<file path="src/core/pfc_pkg.sv">
package pfc_pkg;
  // ---------------------------------------------------------------
  // Widths and sizes
  // ---------------------------------------------------------------
  localparam int PC_W = 12;
  localparam int IW_W = 16;
  localparam int DW = 8;
  localparam int DA_W = 9;
  localparam int STK_LEVELS = 8;
  localparam int STK_PTR_W = 3;
  localparam int STK_CNT_W = 4;
  localparam logic [STK_CNT_W-1:0] STK_FULL_CNT = 4'h8;
  localparam logic [PC_W-1:0] RESET_VECTOR = 12'h000;
  localparam logic [DA_W-1:0] PCL_DADDR = 9'h006;

  // ---------------------------------------------------------------
  // Register map and fields
  // ---------------------------------------------------------------
  localparam int AW = 8;
  localparam logic [AW-1:0] REG_PCL = 8'h00;
  localparam logic [AW-1:0] REG_CTRL = 8'h04;
  localparam logic [AW-1:0] REG_STATUS = 8'h08;
  localparam logic [AW-1:0] REG_ACC = 8'h0c;
  localparam logic [AW-1:0] REG_PC = 8'h10;
  localparam int CTRL_RUN = 0;
  localparam int CTRL_INT_EN = 1;
  localparam logic [1:0] CTRL_RESET = 2'h1;
  localparam logic [1:0] RESP_OKAY = 2'h0;
  localparam logic [1:0] RESP_SLVERR = 2'h2;

  // ---------------------------------------------------------------
  // Instruction fields
  // ---------------------------------------------------------------
  localparam int IR_DEST = 11;
  localparam int IR_SUB_LSB = 8;
  localparam logic [2:0] SUB_ADD = 3'h0;
  localparam logic [2:0] SUB_ADC = 3'h1;
  localparam logic [2:0] SUB_SUB = 3'h2;
  localparam logic [2:0] SUB_SBC = 3'h3;
  localparam logic [2:0] SUB_DAA = 3'h4;

  typedef enum logic [3:0] {
    OP_NOP = 4'b0000, OP_JMP = 4'b0001, OP_CALL = 4'b0010,
    OP_RET = 4'b0011, OP_MOVI = 4'b0100, OP_ARITH = 4'b0101,
    OP_LOGIC = 4'b0110, OP_ROT = 4'b0111, OP_INC = 4'b1000,
    OP_SKIP = 4'b1001, OP_MOVM = 4'b1010
  } pfc_op_t;

  typedef enum logic [1:0] {
    PH_T1 = 2'b00, PH_T2 = 2'b01, PH_T3 = 2'b10, PH_T4 = 2'b11
  } pfc_phase_t;

  typedef struct packed {
    logic ov;
    logic z;
    logic ac;
    logic c;
  } pfc_flags_t;

  // Extended forms live at the top of the opcode space
  function automatic logic pfc_is_ext(input logic [3:0] op);
    pfc_is_ext = (op[3:2] == 2'b11);
  endfunction

  function automatic logic [3:0] pfc_base_op(input logic [3:0] op);
    pfc_base_op = pfc_is_ext(op) ? {1'b0, op[2:0]} : op;
  endfunction

  function automatic logic pfc_reg_mapped(input logic [AW-1:0] a);
    pfc_reg_mapped = (a == REG_PCL) || (a == REG_CTRL) ||
      (a == REG_STATUS) || (a == REG_ACC) || (a == REG_PC);
  endfunction
endpackage

</file>
<file path="src/core/pfc_alu.sv">
`timescale 1ns/1ps
module pfc_alu import pfc_pkg::*; (
  // Operation
  input wire logic [3:0] op,
  input wire logic [2:0] sub,
  // Operands
  input wire logic [DW-1:0] acc,
  input wire logic [DW-1:0] opnd,
  input wire pfc_flags_t flags_i,
  // Results
  output logic [DW-1:0] res,
  output pfc_flags_t flags_o,
  output logic skip
);
  logic [DW:0] sum;
  logic [4:0] half;
  logic [DW-1:0] b;
  logic cin;
  logic [DW:0] t;
  logic lo_adj;
  logic hi_adj;

  // ---------------------------------------------------------------
  // Shared adder
  // ---------------------------------------------------------------
  always_comb begin
    b = sub[1] ? ~opnd : opnd;
    case (sub)
      SUB_ADC: cin = flags_i.c;
      SUB_SUB: cin = 1'b1;
      SUB_SBC: cin = flags_i.c;
      default: cin = 1'b0;
    endcase
    sum = {1'b0, acc} + {1'b0, b} + {8'h00, cin};
    half = {1'b0, acc[3:0]} + {1'b0, b[3:0]} + {4'h0, cin};
    lo_adj = (acc[3:0] > 4'h9) || flags_i.ac;
    t = {1'b0, acc} + (lo_adj ? 9'h006 : 9'h000);
    hi_adj = (t[7:4] > 4'h9) || flags_i.c || t[8];
  end

  // ---------------------------------------------------------------
  // Operation select
  // ---------------------------------------------------------------
  always_comb begin
    res = acc;
    flags_o = flags_i;
    skip = 1'b0;
    case (op)
      OP_MOVI: res = opnd;
      OP_MOVM: res = acc;
      OP_ARITH: begin
        if (sub == SUB_DAA) begin
          res = 8'(t + (hi_adj ? 9'h060 : 9'h000));
          flags_o.c = hi_adj;
        end else begin
          res = sum[7:0];
          flags_o.c = sum[8];
          flags_o.ac = half[4];
          flags_o.ov = (acc[7] == b[7]) && (sum[7] != acc[7]);
        end
        flags_o.z = (res == 8'h00);
      end
      OP_LOGIC: begin
        case (sub[1:0])
          2'h0: res = acc & opnd;
          2'h1: res = acc | opnd;
          2'h2: res = acc ^ opnd;
          default: res = ~opnd;
        endcase
        flags_o.z = (res == 8'h00);
      end
      OP_ROT: begin
        case (sub[1:0])
          2'h0: res = {opnd[0], opnd[7:1]};
          2'h1: res = {flags_i.c, opnd[7:1]};
          2'h2: res = {opnd[6:0], opnd[7]};
          default: res = {opnd[6:0], flags_i.c};
        endcase
        if (sub[0]) begin
          flags_o.c = sub[1] ? opnd[7] : opnd[0];
        end
      end
      OP_INC: begin
        res = sub[0] ? opnd - 8'h01 : opnd + 8'h01;
        flags_o.z = (res == 8'h00);
      end
      OP_SKIP: begin
        case (sub[1:0])
          2'h0: res = opnd;
          2'h1: res = opnd;
          2'h2: res = opnd + 8'h01;
          default: res = opnd - 8'h01;
        endcase
        skip = (sub[1:0] == 2'h1) ? (res != 8'h00) : (res == 8'h00);
      end
      default: res = acc;
    endcase
  end
endmodule

</file>
<file path="src/core/pfc_stack.sv">
`timescale 1ns/1ps
module pfc_stack import pfc_pkg::*; (
  // Clock and reset
  input wire logic aclk,
  input wire logic aresetn,
  // Push and pop
  input wire logic push,
  input wire logic pop,
  input wire logic [PC_W-1:0] din,
  // Top and level
  output logic [PC_W-1:0] dout,
  output logic full,
  output logic [STK_CNT_W-1:0] depth
);
  logic [PC_W-1:0] mem_q [STK_LEVELS];
  logic [STK_PTR_W-1:0] sp_q;
  logic [STK_CNT_W-1:0] cnt_q;

  assign dout = mem_q[sp_q - 3'h1];
  assign full = (cnt_q == STK_FULL_CNT);
  assign depth = cnt_q;

  // ---------------------------------------------------------------
  // Ring of levels, overflow overwrites the oldest
  // ---------------------------------------------------------------
  always_ff @(posedge aclk) begin
    if (push) begin
      mem_q[sp_q] <= din;
    end
  end

  always_ff @(posedge aclk) begin
    if (!aresetn) begin
      sp_q <= 3'h0;
      cnt_q <= 4'h0;
    end else if (push) begin
      sp_q <= sp_q + 3'h1;
      cnt_q <= full ? cnt_q : cnt_q + 4'h1;
    end else if (pop && cnt_q != 4'h0) begin
      sp_q <= sp_q - 3'h1;
      cnt_q <= cnt_q - 4'h1;
    end
  end

  a_push_full: assert property (@(posedge aclk) disable iff (!aresetn)
    push && full |=> full && dout == $past(din))
    else $error("push on full stack lost level or data");
endmodule

</file>
<file path="src/core/pfc_core.sv">
// Decided for this implementation: the AXI4-Lite slave port and the address map.
`timescale 1ns/1ps
// Notes on behaviour
// - Core runs on aclk, whichever internal oscillator is selected.
// - Four phases INSTRUCTION_PHASES make one instruction cycle.
// - Counter advances at T1 while the next word is fetched.
// - Fetch of next word overlaps execution of current one.
// - Standard one cycle, extended two, branches one extra.
// - Jump or call: one cycle for target, one dummy for branch.
// - Counter steps by one per instruction unless control moves.
// - Counter is 12 bits; software sees low byte at PCL, all 12 bits at REG_PC.
// - Jump, call, interrupt and reset load target straight in.
// - Taken skip drops the prefetched word; a dummy cycle follows.
// - Low byte write jumps within current 256 page, adds dummy.
// - Eight-level stack of counter values; contents hidden, depth and full readable in REG_STATUS.
// - Call and interrupt acknowledge push; returns pop.
// - Reset puts the stack pointer at the top.
// - Full stack holds back acknowledge until a return frees level.
// - Call on full stack proceeds and loses the oldest entry.
// - 8-bit ALU with accumulator as main data path.
// - ALU result goes to chosen target; status flags update.
// - Add/sub, daa, logic, rotates, inc/dec, skip decisions.
// - Counter addresses 4K words of 16-bit program memory.
// - Reset loads counter with zero and starts there.
module pfc_core import pfc_pkg::*; (
  // Clock and reset
  input wire logic aclk,
  input wire logic aresetn,
  // AXI4-Lite write
  input wire logic [AW-1:0] s_axi_awaddr,
  input wire logic [2:0] s_axi_awprot,
  input wire logic s_axi_awvalid,
  output logic s_axi_awready,
  input wire logic [31:0] s_axi_wdata,
  input wire logic [3:0] s_axi_wstrb,
  input wire logic s_axi_wvalid,
  output logic s_axi_wready,
  output logic [1:0] s_axi_bresp,
  output logic s_axi_bvalid,
  input wire logic s_axi_bready,
  // AXI4-Lite read
  input wire logic [AW-1:0] s_axi_araddr,
  input wire logic [2:0] s_axi_arprot,
  input wire logic s_axi_arvalid,
  output logic s_axi_arready,
  output logic [31:0] s_axi_rdata,
  output logic [1:0] s_axi_rresp,
  output logic s_axi_rvalid,
  input wire logic s_axi_rready,
  // Program memory
  output logic [PC_W-1:0] pm_addr,
  input wire logic [IW_W-1:0] pm_rdata,
  // Data memory
  output logic [DA_W-1:0] dm_addr,
  input wire logic [DW-1:0] dm_rdata,
  output logic [DW-1:0] dm_wdata,
  output logic dm_we,
  // Interrupt logic
  input wire logic int_req,
  input wire logic [PC_W-1:0] int_vector,
  output logic int_ack
);
  pfc_phase_t phase_q;
  logic [PC_W-1:0] pc_q;
  logic [PC_W-1:0] pm_addr_q;
  logic [IW_W-1:0] ir_q;
  logic [PC_W-1:0] ir_pc_q;
  logic ir_vld_q;
  logic stall_q;
  logic [DW-1:0] acc_q;
  pfc_flags_t flags_q;
  logic [1:0] ctrl_q;
  logic pcl_pend_q;
  logic [DW-1:0] pcl_val_q;
  logic [DA_W-1:0] dm_addr_q;
  logic [DW-1:0] dm_wdata_q;
  logic dm_we_q;
  logic int_ack_q;
  logic aw_vld_q;
  logic [AW-1:0] aw_addr_q;
  logic w_vld_q;
  logic [31:0] w_data_q;
  logic [3:0] w_strb_q;
  logic bvalid_q;
  logic [1:0] bresp_q;
  logic rvalid_q;
  logic [31:0] rdata_q;
  logic [1:0] rresp_q;

  logic run;
  logic t1;
  logic t2;
  logic t4;
  logic [3:0] bop;
  logic ext;
  logic take_int;
  logic ext_start;
  logic exec;
  logic [DW-1:0] opnd;
  logic [DW-1:0] alu_res;
  pfc_flags_t alu_flags;
  logic alu_skip;
  logic alu_class;
  logic to_mem;
  logic wr_mem;
  logic wr_pcl;
  logic skip_hit;
  logic redirect;
  logic [PC_W-1:0] target;
  logic [PC_W-1:0] ret_addr;
  logic stk_push;
  logic stk_pop;
  logic [PC_W-1:0] stk_top;
  logic stk_full;
  logic [STK_CNT_W-1:0] stk_depth;
  logic wr_go;

  // ---------------------------------------------------------------
  // Phase sequencer
  // ---------------------------------------------------------------
  assign run = ctrl_q[CTRL_RUN];
  assign t1 = run && (phase_q == PH_T1);
  assign t2 = run && (phase_q == PH_T2);
  assign t4 = run && (phase_q == PH_T4);

  always_ff @(posedge aclk) begin
    if (!aresetn) begin
      phase_q <= PH_T1;
    end else if (run) begin
      case (phase_q)
        PH_T1: phase_q <= PH_T2;
        PH_T2: phase_q <= PH_T3;
        PH_T3: phase_q <= PH_T4;
        PH_T4: phase_q <= PH_T1;
        default: phase_q <= PH_T1;
      endcase
    end
  end

  // ---------------------------------------------------------------
  // Decode
  // ---------------------------------------------------------------
  assign bop = pfc_base_op(ir_q[15:12]);
  assign ext = pfc_is_ext(ir_q[15:12]);
  assign take_int = ctrl_q[CTRL_INT_EN] && int_req && !stk_full &&
    !stall_q;
  assign ext_start = ir_vld_q && ext && !stall_q && !take_int;
  assign exec = ir_vld_q && !take_int && !ext_start;
  assign opnd = (bop == OP_MOVI) ? ir_q[7:0] :
    (dm_addr_q == PCL_DADDR) ? pc_q[7:0] : dm_rdata;
  assign alu_class = (bop == OP_ARITH) || (bop == OP_LOGIC) ||
    (bop == OP_ROT) || (bop == OP_INC);
  assign to_mem = ir_q[IR_DEST] || (bop == OP_MOVM);
  assign wr_mem = exec && to_mem && (alu_class || (bop == OP_MOVM) ||
    (bop == OP_SKIP && ir_q[9]));
  assign wr_pcl = wr_mem && (dm_addr_q == PCL_DADDR);
  assign skip_hit = exec && (bop == OP_SKIP) && alu_skip;
  assign ret_addr = ir_vld_q ? ir_pc_q : pm_addr_q;

  pfc_alu u_alu (
    .op(bop),
    .sub(ir_q[IR_SUB_LSB +: 3]),
    .acc(acc_q),
    .opnd(opnd),
    .flags_i(flags_q),
    .res(alu_res),
    .flags_o(alu_flags),
    .skip(alu_skip)
  );

  // ---------------------------------------------------------------
  // Redirect select
  // ---------------------------------------------------------------
  always_comb begin
    redirect = 1'b1;
    target = pc_q;
    if (take_int) begin
      target = int_vector;
    end else if (exec && (bop == OP_JMP || bop == OP_CALL)) begin
      target = ir_q[11:0];
    end else if (exec && bop == OP_RET) begin
      target = stk_top;
    end else if (wr_pcl) begin
      target = {pc_q[11:8], alu_res};
    end else if (pcl_pend_q && !ext_start && !stall_q) begin
      target = {pc_q[11:8], pcl_val_q};
    end else begin
      redirect = 1'b0;
    end
  end

  // ---------------------------------------------------------------
  // Program counter and fetch
  // ---------------------------------------------------------------
  always_ff @(posedge aclk) begin
    if (!aresetn) begin
      pc_q <= RESET_VECTOR;
      pm_addr_q <= RESET_VECTOR;
    end else if (t1 && !stall_q) begin
      pm_addr_q <= pc_q;
      pc_q <= pc_q + 12'h001;
    end else if (t4 && redirect) begin
      pc_q <= target;
    end
  end

  always_ff @(posedge aclk) begin
    if (!aresetn) begin
      ir_q <= 16'h0000;
      ir_pc_q <= RESET_VECTOR;
      ir_vld_q <= 1'b0;
      stall_q <= 1'b0;
    end else if (t4) begin
      stall_q <= ext_start;
      if (!ext_start) begin
        ir_q <= pm_rdata;
        ir_pc_q <= pm_addr_q;
        ir_vld_q <= !redirect && !skip_hit;
      end
    end
  end

  // ---------------------------------------------------------------
  // Execute
  // ---------------------------------------------------------------
  always_ff @(posedge aclk) begin
    if (!aresetn) begin
      acc_q <= 8'h00;
      flags_q <= '0;
    end else if (t4 && exec) begin
      if (!to_mem && (alu_class || bop == OP_MOVI ||
          (bop == OP_SKIP && ir_q[9]))) begin
        acc_q <= alu_res;
      end
      if (alu_class) begin
        flags_q <= alu_flags;
      end
    end
  end

  always_ff @(posedge aclk) begin
    if (!aresetn) begin
      dm_addr_q <= 9'h000;
    end else if (t2) begin
      dm_addr_q <= {ext, ir_q[7:0]};
    end
  end

  always_ff @(posedge aclk) begin
    if (!aresetn) begin
      dm_we_q <= 1'b0;
      dm_wdata_q <= 8'h00;
    end else begin
      dm_we_q <= t4 && wr_mem && !wr_pcl;
      if (t4 && wr_mem) begin
        dm_wdata_q <= alu_res;
      end
    end
  end

  always_ff @(posedge aclk) begin
    if (!aresetn) begin
      int_ack_q <= 1'b0;
    end else begin
      int_ack_q <= t4 && take_int;
    end
  end

  // ---------------------------------------------------------------
  // Return stack
  // ---------------------------------------------------------------
  assign stk_push = t4 && (take_int || (exec && bop == OP_CALL));
  assign stk_pop = t4 && exec && (bop == OP_RET);

  pfc_stack u_stack (
    .aclk(aclk),
    .aresetn(aresetn),
    .push(stk_push),
    .pop(stk_pop),
    .din(take_int ? ret_addr : pm_addr_q),
    .dout(stk_top),
    .full(stk_full),
    .depth(stk_depth)
  );

  // ---------------------------------------------------------------
  // AXI4-Lite write
  // ---------------------------------------------------------------
  assign s_axi_awready = !aw_vld_q && !bvalid_q;
  assign s_axi_wready = !w_vld_q && !bvalid_q;
  assign wr_go = aw_vld_q && w_vld_q && !bvalid_q;

  always_ff @(posedge aclk) begin
    if (!aresetn) begin
      aw_vld_q <= 1'b0;
      aw_addr_q <= 8'h00;
      w_vld_q <= 1'b0;
      w_data_q <= 32'h0000_0000;
      w_strb_q <= 4'h0;
    end else begin
      if (wr_go) begin
        aw_vld_q <= 1'b0;
        w_vld_q <= 1'b0;
      end
      if (s_axi_awvalid && s_axi_awready) begin
        aw_vld_q <= 1'b1;
        aw_addr_q <= s_axi_awaddr;
      end
      if (s_axi_wvalid && s_axi_wready) begin
        w_vld_q <= 1'b1;
        w_data_q <= s_axi_wdata;
        w_strb_q <= s_axi_wstrb;
      end
    end
  end

  always_ff @(posedge aclk) begin
    if (!aresetn) begin
      bvalid_q <= 1'b0;
      bresp_q <= RESP_OKAY;
    end else if (wr_go) begin
      bvalid_q <= 1'b1;
      bresp_q <= pfc_reg_mapped(aw_addr_q) ? RESP_OKAY : RESP_SLVERR;
    end else if (s_axi_bready) begin
      bvalid_q <= 1'b0;
    end
  end

  always_ff @(posedge aclk) begin
    if (!aresetn) begin
      ctrl_q <= CTRL_RESET;
    end else if (wr_go && aw_addr_q == REG_CTRL && w_strb_q[0]) begin
      ctrl_q <= w_data_q[1:0];
    end
  end

  always_ff @(posedge aclk) begin
    if (!aresetn) begin
      pcl_pend_q <= 1'b0;
      pcl_val_q <= 8'h00;
    end else begin
      if (t4 && redirect && !take_int && !wr_pcl &&
          !(exec && (bop == OP_JMP || bop == OP_CALL || bop == OP_RET))) begin
        pcl_pend_q <= 1'b0;
      end
      if (wr_go && aw_addr_q == REG_PCL && w_strb_q[0]) begin
        pcl_pend_q <= 1'b1;
        pcl_val_q <= w_data_q[7:0];
      end
    end
  end

  // ---------------------------------------------------------------
  // AXI4-Lite read
  // ---------------------------------------------------------------
  assign s_axi_arready = !rvalid_q;

  always_ff @(posedge aclk) begin
    if (!aresetn) begin
      rvalid_q <= 1'b0;
      rdata_q <= 32'h0000_0000;
      rresp_q <= RESP_OKAY;
    end else if (s_axi_arvalid && s_axi_arready) begin
      rvalid_q <= 1'b1;
      rresp_q <= pfc_reg_mapped(s_axi_araddr) ? RESP_OKAY : RESP_SLVERR;
      case (s_axi_araddr)
        REG_PCL: rdata_q <= {24'h000000, pc_q[7:0]};
        REG_CTRL: rdata_q <= {30'h00000000, ctrl_q};
        REG_STATUS: rdata_q <= {23'h000000, stk_full, stk_depth, flags_q};
        REG_ACC: rdata_q <= {24'h000000, acc_q};
        REG_PC: rdata_q <= {20'h00000, pc_q};
        default: rdata_q <= 32'h0000_0000;
      endcase
    end else if (s_axi_rready) begin
      rvalid_q <= 1'b0;
    end
  end

  assign s_axi_bvalid = bvalid_q;
  assign s_axi_bresp = bresp_q;
  assign s_axi_rvalid = rvalid_q;
  assign s_axi_rdata = rdata_q;
  assign s_axi_rresp = rresp_q;
  assign pm_addr = pm_addr_q;
  assign dm_addr = dm_addr_q;
  assign dm_wdata = dm_wdata_q;
  assign dm_we = dm_we_q;
  assign int_ack = int_ack_q;

  // ---------------------------------------------------------------
  // Checks
  // ---------------------------------------------------------------
  a_phase_cycle: assert property (@(posedge aclk) disable iff (!aresetn)
    t1 ##1 run [*3] |-> phase_q == PH_T4)
    else $error("phase sequence is not four steps");
  a_pc_step: assert property (@(posedge aclk) disable iff (!aresetn)
    t1 && !stall_q |=> pc_q == $past(pc_q) + 12'h001)
    else $error("counter did not step at T1");
  a_reset_start: assert property (@(posedge aclk) disable iff (!aresetn)
    !$past(aresetn) |-> pc_q == 12'h000 && stk_depth == 4'h0)
    else $error("reset state wrong");
  a_jump_target: assert property (@(posedge aclk) disable iff (!aresetn)
    t4 && exec && bop == OP_JMP && !take_int |=>
    pc_q == $past(ir_q[11:0]) ##1 pm_addr_q == $past(pc_q))
    else $error("jump target not loaded and fetched");
  a_dummy_after: assert property (@(posedge aclk) disable iff (!aresetn)
    t4 && (redirect || skip_hit) && !ext_start |=> !ir_vld_q)
    else $error("prefetched word not discarded");
  a_pcl_page: assert property (@(posedge aclk) disable iff (!aresetn)
    t4 && wr_pcl |=> pc_q == {$past(pc_q[11:8]), $past(alu_res)})
    else $error("low byte jump left page");
  a_ack_hold: assert property (@(posedge aclk) disable iff (!aresetn)
    int_ack |-> !$past(stk_full) && pc_q == $past(int_vector))
    else $error("acknowledge with full stack or wrong vector");
  a_ext_stall: assert property (@(posedge aclk) disable iff (!aresetn)
    t4 && ext_start |=> stall_q ##3 t4 && exec)
    else $error("extended op did not take two cycles");
endmodule

</file>
<file path="config.mk">
export PLATFORM = sky130hd
export DESIGN_NAME = pfc_core
export DESIGN_NICKNAME = d
export VERILOG_FILES = /design/src/core/pfc_pkg.sv /design/src/core/pfc_alu.sv /design/src/core/pfc_stack.sv /design/src/core/pfc_core.sv
export SDC_FILE = /design/constraint.sdc
export NUM_CORES = 1
export LEC_CHECK = 0
export BUFFER_PORTS_ARGS = -buffer_cell sky130_fd_sc_hd__buf_2
export CELL_PAD_IN_SITES_DETAIL_PLACEMENT = 1
export CELL_PAD_IN_SITES_GLOBAL_PLACEMENT = 1
export CORE_MARGIN = 4
export CORE_UTILIZATION = 34
export CTS_CLUSTER_DIAMETER = 150
export CTS_CLUSTER_SIZE = 10
export DETAILED_ROUTE_END_ITERATION = 16
export PLACE_DENSITY = 0.63
export SLEW_MARGIN = 15
export SYNTH_ARGS = -nofsm -noshare
export SYNTH_HDL_FRONTEND = slang
export SYNTH_SLANG_ARGS = --single-unit
</file>
<file path="constraint.sdc">
create_clock -name aclk -period 6.3 [get_ports aclk]
set_clock_uncertainty 0.1 [all_clocks]
set_input_delay 1.26 -clock aclk [delete_from_list [all_inputs] [get_ports aclk]]
set_output_delay 1.26 -clock aclk [all_outputs]
set_load 0.1 [all_outputs]
</file>
[Word-level counts from Yosys, hierarchy flattened]
Memory sizes are Yosys's and may differ from the RTL's.
Cells that the tools add are included.
Word-level totals
  bits in registers: 162
  ROM bits: 0
  input port bits: 102
  logic and storage cells: 260
  output and inout bits: 72
  bits in latches: 0
  RAM bits: 96
  memories kept: 1
Cells by class
  add/subtract/negate cells: 13
  divide/modulo/power cells: 0
  multiplexer cells: 57
  bitwise logic cells: 6
  eq/ne operators: 34
  shifts and indexed selects: 0
  $mul: 0
  $lt $le $gt $ge: 2
  reduce and logical (&&, ||, !) cells: 115
Memories
  u_stack.mem_q: words 8, bits a word 12, rd ports 1, clocked after Yosys merged registers in 0, wr ports 1, RTL line pfc_stack.sv:15  | logic [PC_W-1:0] mem_q [STK_LEVELS];
Operators with widths (count)
  $mux 12: 7
  $mux 8: 10
  $pmux 12 s5: 1
  $logic_and 1x1->1: 49
  $logic_not 8->1: 6
  $pmux 8 s3: 2
  $pmux 8 s6: 1
  $eq 8x4->1 const B: 4
  $logic_or 1x1->1: 22
  $mux 1: 21
  $eq 4x3->1 const B: 4
  $eq 4x4->1 const B: 4
  $eq 8x3->1 const B: 2
  $eq 8x5->1 const B: 2
  $mux 4: 4
  $pmux 8 s2: 1
  $reduce_bool 2->1: 8
  $logic_not 1->1: 13
  $add 12x1->12 const B: 1
  $reduce_and 2->1: 5
  $add 8x3->9: 1
  $add 8x8->9: 1
  $add 9x1->9: 1
  $eq 9x3->1 const B: 1
  39 further kinds: 56

[Longest topological paths before layout]
  word-level depth: 21
  mapped depth: 21
  mapped depth without buffers: 17

[Hierarchy]
Synthesis repeated with hierarchy kept, for this count alone.
Second synthesis, totals
  cell total of the unflattened synthesis: 1375
  area total of the unflattened synthesis: 13255.2 sq um
By module, submodules not included
  pfc_core: area each 6483.7 sq um, cells an instance 801, instances 1, sequential area each 2662.6 sq um
  pfc_stack: area each 4150.2 sq um, cells an instance 209, instances 1, sequential area each 3022.9 sq um
  pfc_alu: area each 2621.3 sq um, cells an instance 365, instances 1, sequential area each 0.0 sq um

[Worst setup path after synthesis]
No wires, ideal clock.
  kind: register to register
  from: reg dm_addr_q[1], in the netlist dm_addr[1]
  to: reg flags_q[2] (netlist name)
  data required time: 6.126 ns
  buffers on the path: 2
  cell stages (with the launch flop): 18
  period minus slack after synthesis: 4.849 ns
  setup slack: 1.451 ns
  data arrival time: 4.675 ns
  setup time: 0.074 ns
  cell sequence: dfxtp_1 or3b_2 clkbuf_1 o31ai_1 a31o_2 buf_4 inv_1 xnor2_1 fa_1 fa_1 nor2b_1 o21ai_0 a21boi_0 o21ai_0 a21oi_1 o31ai_1 or4_1 a31oi_1
Between the ends
  word-level cells in the longest chain between the ends: 11
  elaborated cells on any way between the ends: 21
  those cells by class: add/sub: 4; eq/ne: 1; mux: 9; bitwise: 4; reduce/logical: 3
RTL lines
  from (decl): RTL line pfc_core.sv:75  | logic [DA_W-1:0] dm_addr_q;
  from (signal assigned): RTL line pfc_core.sv:245  | dm_addr_q <= {ext, ir_q[7:0]};
  $eq 9x3->1 *: RTL line pfc_core.sv:150  | (dm_addr_q == PCL_DADDR) ? pc_q[7:0] : dm_rdata;
  $mux 8 *: RTL line pfc_core.sv:150
  $mux 8 *: RTL line pfc_core.sv:149  | assign opnd = (bop == OP_MOVI) ? ir_q[7:0] :
  $not 8->8: RTL line pfc_alu.sv:27, pfc_alu.sv:68
  $mux 8: RTL line pfc_alu.sv:27  | b = sub[1] ? ~opnd : opnd;
  $add 8x8->9: RTL line pfc_alu.sv:34  | sum = {1'b0, acc} + {1'b0, b} + {8'h00, cin};
  $add 9x1->9: RTL line pfc_alu.sv:34
  $mux 8: RTL line pfc_alu.sv:52  | if (sub == SUB_DAA) begin
  $mux 8: RTL line pfc_alu.sv:48  | case (op)
  $logic_not 8->1: RTL line pfc_alu.sv:61  | flags_o.z = (res == 8'h00);
  $pmux 1 s3 *: RTL line pfc_alu.sv:48
  to (signal assigned): RTL line pfc_core.sv:236  | flags_q <= alu_flags;
  to (decl): RTL line pfc_core.sv:71  | pfc_flags_t flags_q;
Every way passes the cells marked *; elsewhere a longest branch is shown, timed or not. The select of a mux whose other input is x is not followed.
A chain may end at the register's enable or synchronous reset.

[Worst setup path after layout]
  from: reg ir_q[14]
  to: reg acc_q[6]
Between the ends
  word-level cells in the longest chain between the ends: 11
  elaborated cells on any way between the ends: 44
  those cells by class: add/sub: 4; eq/ne: 8; mux: 12; bitwise: 4; reduce/logical: 16
RTL lines
  from (decl): RTL line pfc_core.sv:66  | logic [IW_W-1:0] ir_q;
  from (signal assigned): RTL line pfc_core.sv:216  | ir_q <= pm_rdata;
  $eq 2x2->1: RTL line pfc_pkg.sv:62  | pfc_is_ext = (op[3:2] == 2'b11);
  $mux 4: RTL line pfc_pkg.sv:66  | pfc_base_op = pfc_is_ext(op) ? {1'b0, op[2:0]} : op;
  $eq 4x3->1: RTL line pfc_alu.sv:48, pfc_core.sv:149, pfc_core.sv:231
  $mux 8: RTL line pfc_core.sv:149
  $not 8->8: RTL line pfc_alu.sv:27, pfc_alu.sv:68
  $mux 8: RTL line pfc_alu.sv:27
  $add 8x8->9: RTL line pfc_alu.sv:34
  $add 9x1->9: RTL line pfc_alu.sv:34
  $mux 8: RTL line pfc_alu.sv:52
  $mux 8: RTL line pfc_alu.sv:48
  $pmux 8 s6: RTL line pfc_alu.sv:48
  to (signal assigned): RTL line pfc_core.sv:233  | acc_q <= alu_res;
  to (decl): RTL line pfc_core.sv:70  | logic [DW-1:0] acc_q;
Parallel ways exist; a longest one is shown, timed or not. The select of a mux whose other input is x is not followed.

==> out/metrics.cfg <==
[outcome]
outcome=complete, no violations

[global_route]
overflow=0
grt_antenna_before_repair=0
grt.total_usage_pct=20.4
grt_pass1_vias=11000
grt_max_degree=59
grt_pass1_wl_um=66000

[detailed_routing]
remaining_drc_errors=0
drt_iter0_markers=829
via_count=10800
routed_via_density=5.47
routedWlPerCell_um=22.0
final_antenna_net_count=0
wl_um=43500
firstDrtPassIters=5

[die]
fp.dieW_um=203
rows=71
num_io_pins=174
die-area_sq_um=41100
dieHeight_um=203
initial_core_util_pct=34.3
core_area_sq_um=37600

[power_and_ir_drop]
p_comb_share_pct=23.1
p_leak_nw=5.41
switching_share_pct=33.7
pwr_density_cell_nw_per_um2=281
pwr-share-clk_pct=34.6
seqPwrFrac_pct=42.3
power.switching_w=0.00139
ir_drop_mv=0.201
internal-power_w=0.00274

[placed_design]
dp_cells=1937
preCtsSetupSlack_ns=1.21
placedInstanceArea_sq_um=13900
gp_congestion=0.879
hpwlAfterDp_um=31600
portBuffers=118

[worst_setup_path]
worstPathRequired_ns=6.61
end_kind=register
reg2reg_from=ir_q[14]
reg2reg_depth=15
cp-start-kind=register
rr_endpoint=acc_q[6]
crit_type=reg -> reg
r2r_setup_slack_ns=1.22
cp.arrival_ns=5.38
cp_max_fo=20

[cells_and_area]
layout_common_cells=nand2_1, dfxtp_1, buf_2
areaGrowthSynthToFinish_pct=13.8
layout.nets=1600
fin_area_sq_um=14700
num-fill-cells=4325
layout_commonest_cell=nand2_1
drive_above_1_share_pct=17.8
regArea_sq_um=5690
multiInputGateArea_sq_um=6580
fin_cells=1978
antenna_cells=0

[timing]
setup_ws_ns=1.22
max_freq_ghz=0.197
fin_crit_sh_pct=80.6
worst-slew-pin-transition_ns=1.10
period_needed_ns=5.08
timing.setup.tns_ns=0
hold_viol=0
slew_violations=0
setup_viol=0
rsz0062_at_grt=false
slew_headroom_pct=26.6

[clock_network]
clkLatencyLatePin_ns=0.56
root_buffer=clkbuf_16
htreeDepth=1
cts_hold_buf=0
cts_buffer_depth=3
cts_buffers=27
clkSlewWorstSetupHoldPaths_ns=0.06
cts_tree=yes
cts.sinks=236
ctsResizeCount=0
post-cts-setup-buffers=0

[logic_synthesis]
async_flop_share_pct=0
ys_top_cells_by_area=edfxtp_1, dfxtp_1, nand2_1, mux4_2, a21oi_1
synth_top_area_share_pct=22.4
syn_inst=1368
ys_seq_area_share_pct=44.1
ys_types=85
synth-edff-count=96
yosys_warnings=0
syn_area_per_cell_sq_um=9.43
ys_seq_elements=236
yosys.area.top_type=edfxtp_1
synth_area_sq_um=12900
ys.flop_type=dfxtp_1

[job]
drv_cap=0

[worst_hold_path]
hold_path_end=ir_pc_q[7]
whs_path_depth=2
min_path_type=reg -> reg
holdCritStartpoint=ir_pc_q[7]

-- critical path, stage by stage (launching register included) --
cell       delay, ns
dfxtp_1         0.74
or3b_1          0.60
a31o_2          0.28
inv_1           0.17
xnor2_1         0.12
fa_1            0.45
fa_1            0.42
nor2b_1         0.15
o21ai_0         0.14
a21boi_0        0.29
o21ai_0         0.15
a21oi_1         0.21
o31ai_1         0.15
a211oi_1        0.26
a2bb2oi_1       0.58
a21oi_1         0.12
-- cells in the mapped netlist, types with 12 or more instances --
library cell and n:
nand2_1 204, dfxtp_1 140, a21oi_1 110, nor2_1 110, edfxtp_1 96, clkbuf_1 70
o21ai_0 69, inv_1 46, ha_1 38, mux2i_1 33, xnor2_1 29, mux4_2 27
nand3_1 26, a22oi_1 24, buf_4 23, a21boi_0 20, mux2_2 20, nor3_1 19
a31oi_1 16, nand4_1 14, nor2b_1 13, and2_1 12, nand2b_1 12
-- routing by layer --
metal	GRT usage (%)	wire [um]	vias to the layer above
li1	-	-	5069
met1	27.1	18900	5422
met2	35.4	21600	250
met3	2.20	1670	69
met4	6.13	1310	0
met5	0	0	-
-- worst max-delay path by stage --
| stage | cells past startpoint | startpoint | endpoint |
|---|---|---|---|
| 2_1_floorplan | 17 | dm_addr[1] | flags_q[2] |
| 3_3_place_gp | 16 | dm_rdata[0] | acc_q[6] |
| 3_5_place_dp | 16 | dm_rdata[0] | acc_q[6] |
| 4_1_cts | 15 | ir_q[14] | acc_q[6] |
| 5_1_grt | 15 | ir_q[14] | pc_q[6] |
| 6_report | 15 | ir_q[14] | acc_q[6] |
-- flip-flops by register name (all words and copies together), names as in the netlist, 9 cells and up --
register and cells:
dm_addr 9, ir_pc_q 12, ir_q 16, pc_q 12
pm_addr 12, s_axi_rdata 12, u_stack.mem_q 96
-- area by class of cell --
type,instances,share of cell area [%]
multi-input combinational,994,44.8
sequential,236,38.8
timing repair buffer,148,5.56
clock buffer,40,5.08
tap,511,4.36
inverter,48,1.29
clock inverter,1,0.136
-- cell families (layout without fill, tap and decap cells) --
| logic type | count (synthesis) | in the layout | share of synthesized area [%] |
|---|---|---|---|
| other | 1 | 22 | 0.0291 |
| adder cells (fa/ha/maj) | 43 | 43 | 4.46 |
| buffers and inverters | 159 | 237 | 5.70 |
| AND/OR/NAND/NOR | 477 | 477 | 17.4 |
| flip-flops | 236 | 236 | 44.1 |
| multiplexers | 81 | 81 | 9.23 |
| AO/OA/AOI/OAI | 336 | 336 | 16.7 |
| XOR/XNOR | 35 | 35 | 2.38 |
-- power by group through the flow --
stage | sequential [W] | combinational (W) | clock, W
after floorplan | 0.00180 | 0.000638 | 0
after global placement | 0.00178 | 0.000930 | 0
after detailed placement | 0.00178 | 0.000950 | 0
after CTS | 0.00174 | 0.000954 | 0.00147
after global routing | 0.00175 | 0.00104 | 0.00153
final | 0.00175 | 0.000956 | 0.00143
-- per-stage QoR --
step                      hold WS, ns  utilization, %  total power (W)
after CTS                       0.356            39.1          0.00417
after global routing            0.372            39.1          0.00432
final                           0.355            39.1          0.00413
after floorplan                 0.331               -          0.00244
after detailed placement        0.347            37.0          0.00273
after global placement          0.340            37.0          0.00271
Power figures use the tool's default switching activity.
